`src/rpcr_consts.svh`:
```
// Offsets, field positions, reset values and codes of the radio config bank
`ifndef RPCR_CONSTS_SVH
`define RPCR_CONSTS_SVH

// ****************************************************************
// Register byte offsets
// ****************************************************************
`define RPCR_OFF_CRC_SEED   12'h53c
`define RPCR_OFF_GAP        12'h544
`define RPCR_OFF_RSSI       12'h548
`define RPCR_OFF_STATE      12'h550
`define RPCR_OFF_WHITE      12'h554
`define RPCR_OFF_BCC        12'h560
`define RPCR_OFF_BASE       12'h600
`define RPCR_OFF_PREFIX     12'h620
`define RPCR_OFF_MATCH_CFG  12'h640
`define RPCR_ARRAY_MASK     12'hfe0

// ****************************************************************
// Field widths and positions
// ****************************************************************
`define RPCR_ADDR_W         12
`define RPCR_CRC_W          24
`define RPCR_PREFIX_W       16
`define RPCR_SEVEN_W        7
`define RPCR_STATE_W        4
`define RPCR_ENTRIES        8
`define RPCR_IDX_W          3
`define RPCR_IDX_LSB        2
`define RPCR_CFG_W          16
`define RPCR_CFG_TXADD_LSB  8
`define RPCR_WHITE_FIXED    6

// ****************************************************************
// Reset values
// ****************************************************************
`define RPCR_RST_WHITE      7'h40

// ****************************************************************
// Radio state codes
// ****************************************************************
`define RPCR_ST_DISABLED    4'h0
`define RPCR_ST_RX_RAMPUP   4'h1
`define RPCR_ST_RX_IDLE     4'h2
`define RPCR_ST_RX          4'h3
`define RPCR_ST_RX_DISABLE  4'h4
`define RPCR_ST_TX_RAMPUP   4'h9
`define RPCR_ST_TX_IDLE     4'ha
`define RPCR_ST_TX          4'hb
`define RPCR_ST_TX_DISABLE  4'hc

`endif

```
`src/rpcr_pkg.sv`:
```
// Types shared by the radio config bank modules
`include "rpcr_consts.svh"
package rpcr_pkg;

	// Register bank and bus answer state of the top module
	typedef struct packed {
		logic [`RPCR_CRC_W-1:0]    crc_seed;
		logic [31:0]               gap;
		logic [`RPCR_SEVEN_W-1:0]  rssi;
		logic [`RPCR_STATE_W-1:0]  state;
		logic [`RPCR_SEVEN_W-1:0]  white;
		logic [31:0]               bcc;
		logic [`RPCR_CFG_W-1:0]    cfg;
		logic [`RPCR_ENTRIES-1:0]  hit;
		logic                      hit_valid;
		logic [31:0]               prdata;
		logic                      pready;
		logic                      pslverr;
	} rpcr_regs_t;

	// Address table state
	typedef struct packed {
		logic [`RPCR_ENTRIES-1:0][31:0]               base;
		logic [`RPCR_ENTRIES-1:0][`RPCR_PREFIX_W-1:0] prefix;
		logic [31:0]                                  rd_data;
	} rpcr_mem_t;

endpackage

```
`src/rpcr_mem_if.sv`:
```
// Link between the register bank and its address table
`timescale 1ns/1ps
`include "rpcr_consts.svh"
interface rpcr_mem_if;
	import rpcr_pkg::*;
	logic                      wr_en;
	logic                      wr_prefix;
	logic [`RPCR_IDX_W-1:0]    wr_idx;
	logic [31:0]               wr_data;
	logic                      rd_prefix;
	logic [`RPCR_IDX_W-1:0]    rd_idx;
	logic [31:0]               rd_data;
	logic [31:0]               cand_base;
	logic [`RPCR_PREFIX_W-1:0] cand_prefix;
	logic [`RPCR_ENTRIES-1:0]  hit;

	modport ctrl (
		output wr_en, wr_prefix, wr_idx, wr_data,
		output rd_prefix, rd_idx, cand_base, cand_prefix,
		input  rd_data, hit
	);
	modport store (
		input  wr_en, wr_prefix, wr_idx, wr_data,
		input  rd_prefix, rd_idx, cand_base, cand_prefix,
		output rd_data, hit
	);
endinterface // rpcr_mem_if

```
`src/rpcr_addr_store.sv`:
```
// Device address base and prefix table with registered read port
`timescale 1ns/1ps
`include "rpcr_consts.svh"
module rpcr_addr_store
	import rpcr_pkg::*;
(
	input  logic         clock,
	input  logic         rst,
	rpcr_mem_if.store    bus
);

	rpcr_mem_t m_q;
	rpcr_mem_t m_d;

	// Write one entry, register the read word every cycle
	always_comb begin
		m_d = m_q;
		if (bus.wr_en) begin
			if (bus.wr_prefix)
				m_d.prefix[bus.wr_idx] = bus.wr_data[`RPCR_PREFIX_W-1:0];
			else
				m_d.base[bus.wr_idx] = bus.wr_data;
		end
		m_d.rd_data = bus.rd_prefix ? {16'h0000, m_q.prefix[bus.rd_idx]}
			: m_q.base[bus.rd_idx];
	end

	// All entries clear at reset
	always_ff @(posedge clock or posedge rst) begin
		if (rst)
			m_q <= '0;
		else
			m_q <= m_d;
	end

	assign bus.rd_data = m_q.rd_data;

	// Parallel compare, one comparator per entry
	genvar g;
	generate
		for (g = 0; g < `RPCR_ENTRIES; g++) begin : g_cmp
			assign bus.hit[g] = (m_q.base[g] == bus.cand_base) &&
				(m_q.prefix[g] == bus.cand_prefix);
		end
	endgenerate
endmodule // rpcr_addr_store

```
`src/rpcr_regs.sv`:
```
// APB register bank of the packet radio configuration slice
//
// Register access over APB was decided locally.
`timescale 1ns/1ps
`include "rpcr_consts.svh"
module rpcr_regs
	import rpcr_pkg::*;
(
	input  logic                       clock,
	input  logic                       rst,
	input  logic                       psel,
	input  logic                       penable,
	input  logic                       pwrite,
	input  logic [`RPCR_ADDR_W-1:0]    paddr,
	input  logic [31:0]                pwdata,
	output logic [31:0]                prdata,
	output logic                       pready,
	output logic                       pslverr,
	input  logic [`RPCR_STATE_W-1:0]   radio_state_code,
	input  logic                       rssi_valid,
	input  logic [`RPCR_SEVEN_W-1:0]   rssi_value,
	input  logic                       match_req,
	input  logic [31:0]                match_base,
	input  logic [`RPCR_PREFIX_W-1:0]  match_prefix,
	output logic [`RPCR_CRC_W-1:0]     crc_seed,
	output logic [31:0]                interframe_gap,
	output logic [`RPCR_SEVEN_W-1:0]   whitening_seed,
	output logic [31:0]                bit_count_compare,
	output logic [`RPCR_SEVEN_W-1:0]   signal_strength_sample,
	output logic [`RPCR_STATE_W-1:0]   radio_state,
	output logic [`RPCR_ENTRIES-1:0]   match_enable,
	output logic [`RPCR_ENTRIES-1:0]   match_txadd,
	output logic                       match_valid,
	output logic [`RPCR_ENTRIES-1:0]   match_hit
);

	// ****************************************************************
	// State and address table
	// ****************************************************************
	rpcr_regs_t s_q;
	rpcr_regs_t s_d;
	rpcr_mem_if mem_bus ();

	logic       in_array;
	logic       in_prefix;
	logic       wr_fire;

	rpcr_addr_store rpcr_addr_store_i (
		.clock (clock),
		.rst   (rst),
		.bus   (mem_bus)
	);

	// ****************************************************************
	// Address decode towards the table
	// ****************************************************************

	// Both tables share one window; bit 5 of the offset picks the half
	assign in_array  = ((paddr & `RPCR_ARRAY_MASK) == `RPCR_OFF_BASE) ||
		((paddr & `RPCR_ARRAY_MASK) == `RPCR_OFF_PREFIX);
	assign in_prefix = (paddr & `RPCR_ARRAY_MASK) == `RPCR_OFF_PREFIX;

	// Writes land only on the edge that completes the transfer
	assign wr_fire = psel && penable && pwrite && s_q.pready &&
		!s_q.pslverr;

	// Table strobes; the index is the word number inside its half of the window
	assign mem_bus.wr_en       = wr_fire && in_array;
	assign mem_bus.wr_prefix   = in_prefix;
	assign mem_bus.wr_idx      = paddr[`RPCR_IDX_LSB+:`RPCR_IDX_W];
	assign mem_bus.wr_data     = pwdata;
	assign mem_bus.rd_prefix   = in_prefix;
	assign mem_bus.rd_idx      = paddr[`RPCR_IDX_LSB+:`RPCR_IDX_W];
	assign mem_bus.cand_base   = match_base;
	assign mem_bus.cand_prefix = match_prefix;

	// ****************************************************************
	// Next state
	// ****************************************************************

	// One process fills the whole next state; the table read is
	// registered, so every access waits one cycle for its answer
	always_comb begin
		logic [31:0] rd_word;
		logic        mapped;
		rd_word = 32'h0000_0000;
		mapped  = 1'b1;
		s_d     = s_q;

		// Read multiplexer; unmapped offsets read zero
		if (in_array) begin
			rd_word = mem_bus.rd_data;
		end else begin
			case (paddr)
				`RPCR_OFF_CRC_SEED: begin
					rd_word = {8'h00, s_q.crc_seed};
				end
				`RPCR_OFF_GAP: begin
					rd_word = s_q.gap;
				end
				`RPCR_OFF_RSSI: begin
					rd_word = {25'h000_0000, s_q.rssi};
				end
				`RPCR_OFF_STATE: begin
					rd_word = {28'h000_0000, s_q.state};
				end
				`RPCR_OFF_WHITE: begin
					rd_word = {25'h000_0000, s_q.white};
				end
				`RPCR_OFF_BCC: begin
					rd_word = s_q.bcc;
				end
				`RPCR_OFF_MATCH_CFG: begin
					rd_word = {16'h0000, s_q.cfg};
				end
				default: begin
					mapped = 1'b0;
				end
			endcase
		end

		// Radio state follows the sequencer; a code outside the
		// legal set is dropped so software never reads a bogus one
		case (radio_state_code)
			`RPCR_ST_DISABLED,
			`RPCR_ST_RX_RAMPUP,
			`RPCR_ST_RX_IDLE,
			`RPCR_ST_RX,
			`RPCR_ST_RX_DISABLE: begin
				s_d.state = radio_state_code;
			end
			`RPCR_ST_TX_RAMPUP,
			`RPCR_ST_TX_IDLE,
			`RPCR_ST_TX,
			`RPCR_ST_TX_DISABLE: begin
				s_d.state = radio_state_code;
			end
			default: begin
				s_d.state = s_q.state;
			end
		endcase

		// Strength sample: magnitude only, the sign is implied
		if (rssi_valid) begin
			s_d.rssi = rssi_value;
		end

		// Match result, gated per index by its enable bit
		s_d.hit_valid = match_req;
		if (match_req) begin
			s_d.hit = mem_bus.hit & s_q.cfg[`RPCR_ENTRIES-1:0];
		end

		// Bus answer: one wait cycle, then pready for one cycle
		if (s_q.pready) begin
			s_d.pready  = 1'b0;
			s_d.pslverr = 1'b0;
			s_d.prdata  = 32'h0000_0000;
			if (wr_fire && !in_array) begin
				case (paddr)
					`RPCR_OFF_CRC_SEED: begin
						s_d.crc_seed = pwdata[`RPCR_CRC_W-1:0];
					end
					`RPCR_OFF_GAP: begin
						s_d.gap = pwdata;
					end
					`RPCR_OFF_WHITE: begin
						// Bit 6 cannot be cleared by a write
						s_d.white = pwdata[`RPCR_SEVEN_W-1:0] |
							`RPCR_RST_WHITE;
					end
					`RPCR_OFF_BCC: begin
						s_d.bcc = pwdata;
					end
					`RPCR_OFF_MATCH_CFG: begin
						s_d.cfg = pwdata[`RPCR_CFG_W-1:0];
					end
					default: begin
						// Read-only offsets ignore writes
						s_d.cfg = s_q.cfg;
					end
				endcase
			end
		end else if (psel && penable) begin
			s_d.pready  = 1'b1;
			s_d.pslverr = !mapped;
			s_d.prdata  = pwrite ? 32'h0000_0000 : rd_word;
		end
	end

	// ****************************************************************
	// State register
	// ****************************************************************

	// Everything clears except the whitening seed and its fixed bit
	always_ff @(posedge clock or posedge rst) begin
		if (rst) begin
			s_q       <= '0;
			s_q.white <= `RPCR_RST_WHITE;
		end else begin
			s_q       <= s_d;
		end
	end

	// ****************************************************************
	// Outputs, all straight from the state register
	// ****************************************************************
	assign prdata                 = s_q.prdata;
	assign pready                 = s_q.pready;
	assign pslverr                = s_q.pslverr;
	assign crc_seed               = s_q.crc_seed;
	assign interframe_gap         = s_q.gap;
	assign whitening_seed         = s_q.white;
	assign bit_count_compare      = s_q.bcc;
	assign signal_strength_sample = s_q.rssi;
	assign radio_state            = s_q.state;
	assign match_enable           = s_q.cfg[`RPCR_ENTRIES-1:0];
	assign match_txadd            = s_q.cfg[`RPCR_CFG_W-1:`RPCR_CFG_TXADD_LSB];
	assign match_valid            = s_q.hit_valid;
	assign match_hit              = s_q.hit;

	// Helper: a write completing at this edge
	logic wr_done;
	assign wr_done = psel && penable && pready && pwrite && !pslverr;
endmodule // rpcr_regs

```
`config.mk`:
```
export PLATFORM = sky130hd
export DESIGN_NAME = rpcr_regs
export DESIGN_NICKNAME = d
export VERILOG_FILES = /design/src/rpcr_pkg.sv /design/src/rpcr_mem_if.sv /design/src/rpcr_addr_store.sv /design/src/rpcr_regs.sv
export VERILOG_INCLUDE_DIRS = /design/src
export SDC_FILE = /design/constraint.sdc
export NUM_CORES = 1
export LEC_CHECK = 0
export ABC_CLOCK_PERIOD_IN_PS = 18650
export BUFFER_PORTS_ARGS = -buffer_cell sky130_fd_sc_hd__buf_4
export CORE_ASPECT_RATIO = 1.4
export CORE_UTILIZATION = 39
export DETAILED_ROUTE_END_ITERATION = 8
export REMOVE_ABC_BUFFERS = 1
export SLEW_MARGIN = 20
export SYNTH_ARGS = -nofsm -noshare
export SYNTH_HDL_FRONTEND = slang
export SYNTH_SLANG_ARGS = --single-unit
```
`constraint.sdc`:
```
create_clock -name clock -period 18.65 [get_ports clock]
set_input_delay 3.73 -clock clock [delete_from_list [all_inputs] [get_ports clock]]
set_output_delay 3.73 -clock clock [all_outputs]
set_load 0.02 [all_outputs]
```
==> parameters.txt <==
Parameter                              Value

STA
  Transition time at the pin with the least slew margin    1.09 ns
  Setup repair after global routing missed its margin    no
  Hold slack    0.468 ns
  Max-Slew Margin vs Limit    0.267
  Worst setup skew after layout    ~0.016 ns
  Final count of negative-setup-slack endpoints    0
  Ratio of final minimum period to clock period    0.346
  Final Max Slew Viols    0
  Fmax achieved    155 MHz
  Hold Vio Cnt, Final    0
  Post-layout minimum cycle time    around 6.4 ns

Routing
  Detailed-route vias per instance    between 6 and 7
  Routed wire per std cell    34.5 µm
  Drt first-iter violations    2022
  Number of remaining DRC errors    0
  Drt pass-1 iters    7
  Total routed wirelength    118000 µm
  Via count    between 20000 and 25000
  Number of nets with antenna violations after detailed routing    0

Power and ir drop
  Net switching fraction of the power    0.254
  Share of power burned in combinational logic    0.082
  Total internal power    a little under 2 mW
  Power spent charging and discharging nets    0.676 mW
  Sequential fraction of design power    0.476
  Areal power density over the cells    around 77 nW/µm²
  Maximum vdd drop    0.0666 mV
  LEAKAGE    16.4 nW
  Share of power burned in the clock network    0.442

Worst setup path
  Startpoint class of the critical path    primary input
  Required time of the worst setup path    19.33 ns
  Largest fanout on the critical path    167
  WP data arrival    approximately 7 ns
  Sort of element at the end of the critical path    asynchronous set/reset pin
  Type of the worst setup path    primary input to asynchronous set/reset pin

Clock network
  Number of clock sinks    580
  Buffer levels on the longest clock path    3
  Count of instances resized after the clock tree is built    0
  TritonCTS clock tree    yes
  Total CTS buffers    57
  Clk pin slew, worst setup/hold paths    0.06 ns
  Number of H-tree levels    2
  Hold-fix buffers at CTS    0
  Root Driver    sky130_fd_sc_hd__clkbuf_16
  Worst-Skew Late Latency    0.65 ns
  Count of buffers added by post-CTS timing repair for setup    0

Yosys
  Cell area after synthesis    29700 µm²
  Syn. warnings    0
  Post-Synthesis Cells    2234
  Ys flop type    sky130_fd_sc_hd__dfrtp_1
  Number of distinct library cell variants in the gate-level netlist after synthesis    54
  Register area share after synthesis    0.489
  Share of flip-flops with an asynchronous set or reset    1.00
  Post-Syn Area per Cell    around 13 µm²
  Synth Register Bits    580
  EDFF count, synth    0

Floorplanning
  Die footprint    77200 µm²
  Row Count    119
  IO Pins    roughly 280
  Die Wd    235 µm
  DIE HEIGHT    approximately 330 µm
  Core ar.    around 75000 µm²
  Starting Density    0.394

Layout
  Most frequent standard cell in the layout excluding fill and tap cells    sky130_fd_sc_hd__dfrtp_1
  Count of nets after finishing    approximately 2500
  Commonest cells after routing, fill and taps aside    sky130_fd_sc_hd__dfrtp_1 (580), sky130_fd_sc_hd__mux2_2 (500), sky130_fd_sc_hd__buf_4 (306)
  Final cell count without fillers    between 3000 and 4000
  Post-synthesis to final-layout area growth    16.0%
  Fillers    6757
  Share of post-route cells with drive strength above 1    0.424

Hold path
  Kind of path behind the tightest hold check    flip-flop to flip-flop

Run
  Max-cap violations    0

Placed design
  Quantity of I/O buffers inserted on ports    ~270
  Placer's final routability congestion estimate    0.994
  Post-Place Cells    around 3300
  Post-detailed-placement half-perimeter wirelength    around 86000 µm

Global routing
  Antenna violations before repair    3
  Global-route wire length before repair    166000 µm
  Vias in the first global route    20900
  Congestion Overflow GR    0
  Maximum number of pins on one net before global-route repair    168
  Global-route total usage across every layer    0.306

Outcome
  Status    finished, final reports clean
[worst paths after layout]
check | cells after the start | endpoint | startpoint | slack [ns]
max | 5 | rpcr_addr_store_i.m_q[287]$_DFFE_PP0P_ | rst | 12.20
min | 2 | prdata[27]$_DFFE_PP0P_ | rpcr_addr_store_i.bus.rd_data[27]$_DFF_PP0_ | 0.47
max reg2reg | 6 | rpcr_addr_store_i.m_q[235]$_DFFE_PP0P_ | pready$_DFF_PP0_ | 15.54
min reg2reg | 2 | prdata[27]$_DFFE_PP0P_ | rpcr_addr_store_i.bus.rd_data[27]$_DFF_PP0_ | 0.47
max in group clock | 5 | rpcr_addr_store_i.bus.rd_data[11]$_DFF_PP0_ | paddr[3] | 12.28
min in group asynchronous | 2 | interframe_gap[26]$_DFFE_PP0P_ | rst | 3.22
[cell type report]
| class | count | area, µm² | share of cell area |
|---|---|---|---|
| diodes | 1 | 2.50 | 0.0000727 |
| clock buffers | 84 | 1680 | 0.0488 |
| clock inverters | 19 | 189 | 0.00549 |
| inverters | 40 | 158 | 0.00458 |
| multi-input cells | 1421 | 14300 | 0.416 |
| flip-flops and latches | 580 | 14500 | 0.422 |
| well taps | 968 | 1210 | 0.0352 |
| repair buffers | 309 | 2340 | 0.0680 |
[state kept, by name (all words and copies together), names as in the netlist, 6 cells and up]
signal / cells
match_hit: 8
whitening_seed: 6
match_enable: 8
crc_seed: 24
rpcr_addr_store_i.bus.rd_data: 32
match_txadd: 8
signal_strength_sample: 7
bit_count_compare: 32
rpcr_addr_store_i.m_q: 384
interframe_gap: 32
prdata: 32
[power groups by stage]
stage	Sequential, mW	Combinational, mW	Clock [mW]
floorplan	1.29	0.0764	0
global placement	1.29	0.216	0
detailed placement	1.29	0.217	0
CTS	1.27	0.218	1.20
global route	1.27	0.227	1.24
finish	1.27	0.218	1.18
[metal layers]
| layer | wire length (µm) | up-vias | global-route usage |
|---|---|---|---|
| met4 | 7710 | 2 | 0.177 |
| met2 | 57500 | 857 | 0.509 |
| met1 | 46500 | 11043 | 0.382 |
| met3 | 6470 | 209 | 0.0422 |
| li1 | - | 8501 | - |
| met5 | 13 | - | 0 |
[synthesized netlist by cell type, drive strengths merged, types with 7 or more instances]
cell type,number,area share
dfrtp,580,0.49
mux2,501,0.19
xnor2,200,0.059
xor2,146,0.043
clkbuf,137,0.017
mux4,112,0.085
nand4,67,0.014
buf,56,0.0091
nand2,49,0.0062
nor4,49,0.010
inv,40,0.0051
nor2,38,0.0048
a22o,30,0.0089
a22oi,30,0.0076
mux2i,22,0.0074
nand3,21,0.0035
a222oi,19,0.0064
o22ai,18,0.0038
a21oi,16,0.0027
nor3,15,0.0030
a211o,13,0.0038
o21ai,11,0.0019
nand2b,10,0.0021
nor2b,7,0.0015
[cell families (layout without fill, tap and decap cells)]
group | count (synthesis) | after routing | share of synthesized area
other cells | 1 | 2 | 0.000126
flops | 580 | 580 | 0.489
simple gates | 273 | 273 | 0.0510
buf+inv | 233 | 452 | 0.0315
mux | 635 | 635 | 0.283
compound gates | 166 | 166 | 0.0430
xor+xnor | 346 | 346 | 0.102
[critical path, stage by stage]
cell	delay, ns
sky130_fd_sc_hd__buf_4	0.13
sky130_fd_sc_hd__inv_8	0.55
sky130_fd_sc_hd__buf_4	0.88
sky130_fd_sc_hd__buf_12	0.69
sky130_fd_sc_hd__buf_6	0.72
[metrics by stage]
step | TNS, ns | cell area (µm²) | util | worst slack [ns] | total power, mW
after detailed placement | 0 | 32500 | 0.433 | 11.13 | 1.51
after global placement | 0 | 32500 | 0.433 | 11.25 | 1.51
after floorplan | -758.55 | 28900 | - | -1.31 | 1.37
after global routing | 0 | 34400 | 0.458 | 11.72 | 2.74
final | 0 | 34400 | 0.458 | 12.20 | 2.66
after CTS | 0 | 34400 | 0.458 | 11.81 | 2.68
Power figures use the tool's default switching activity.
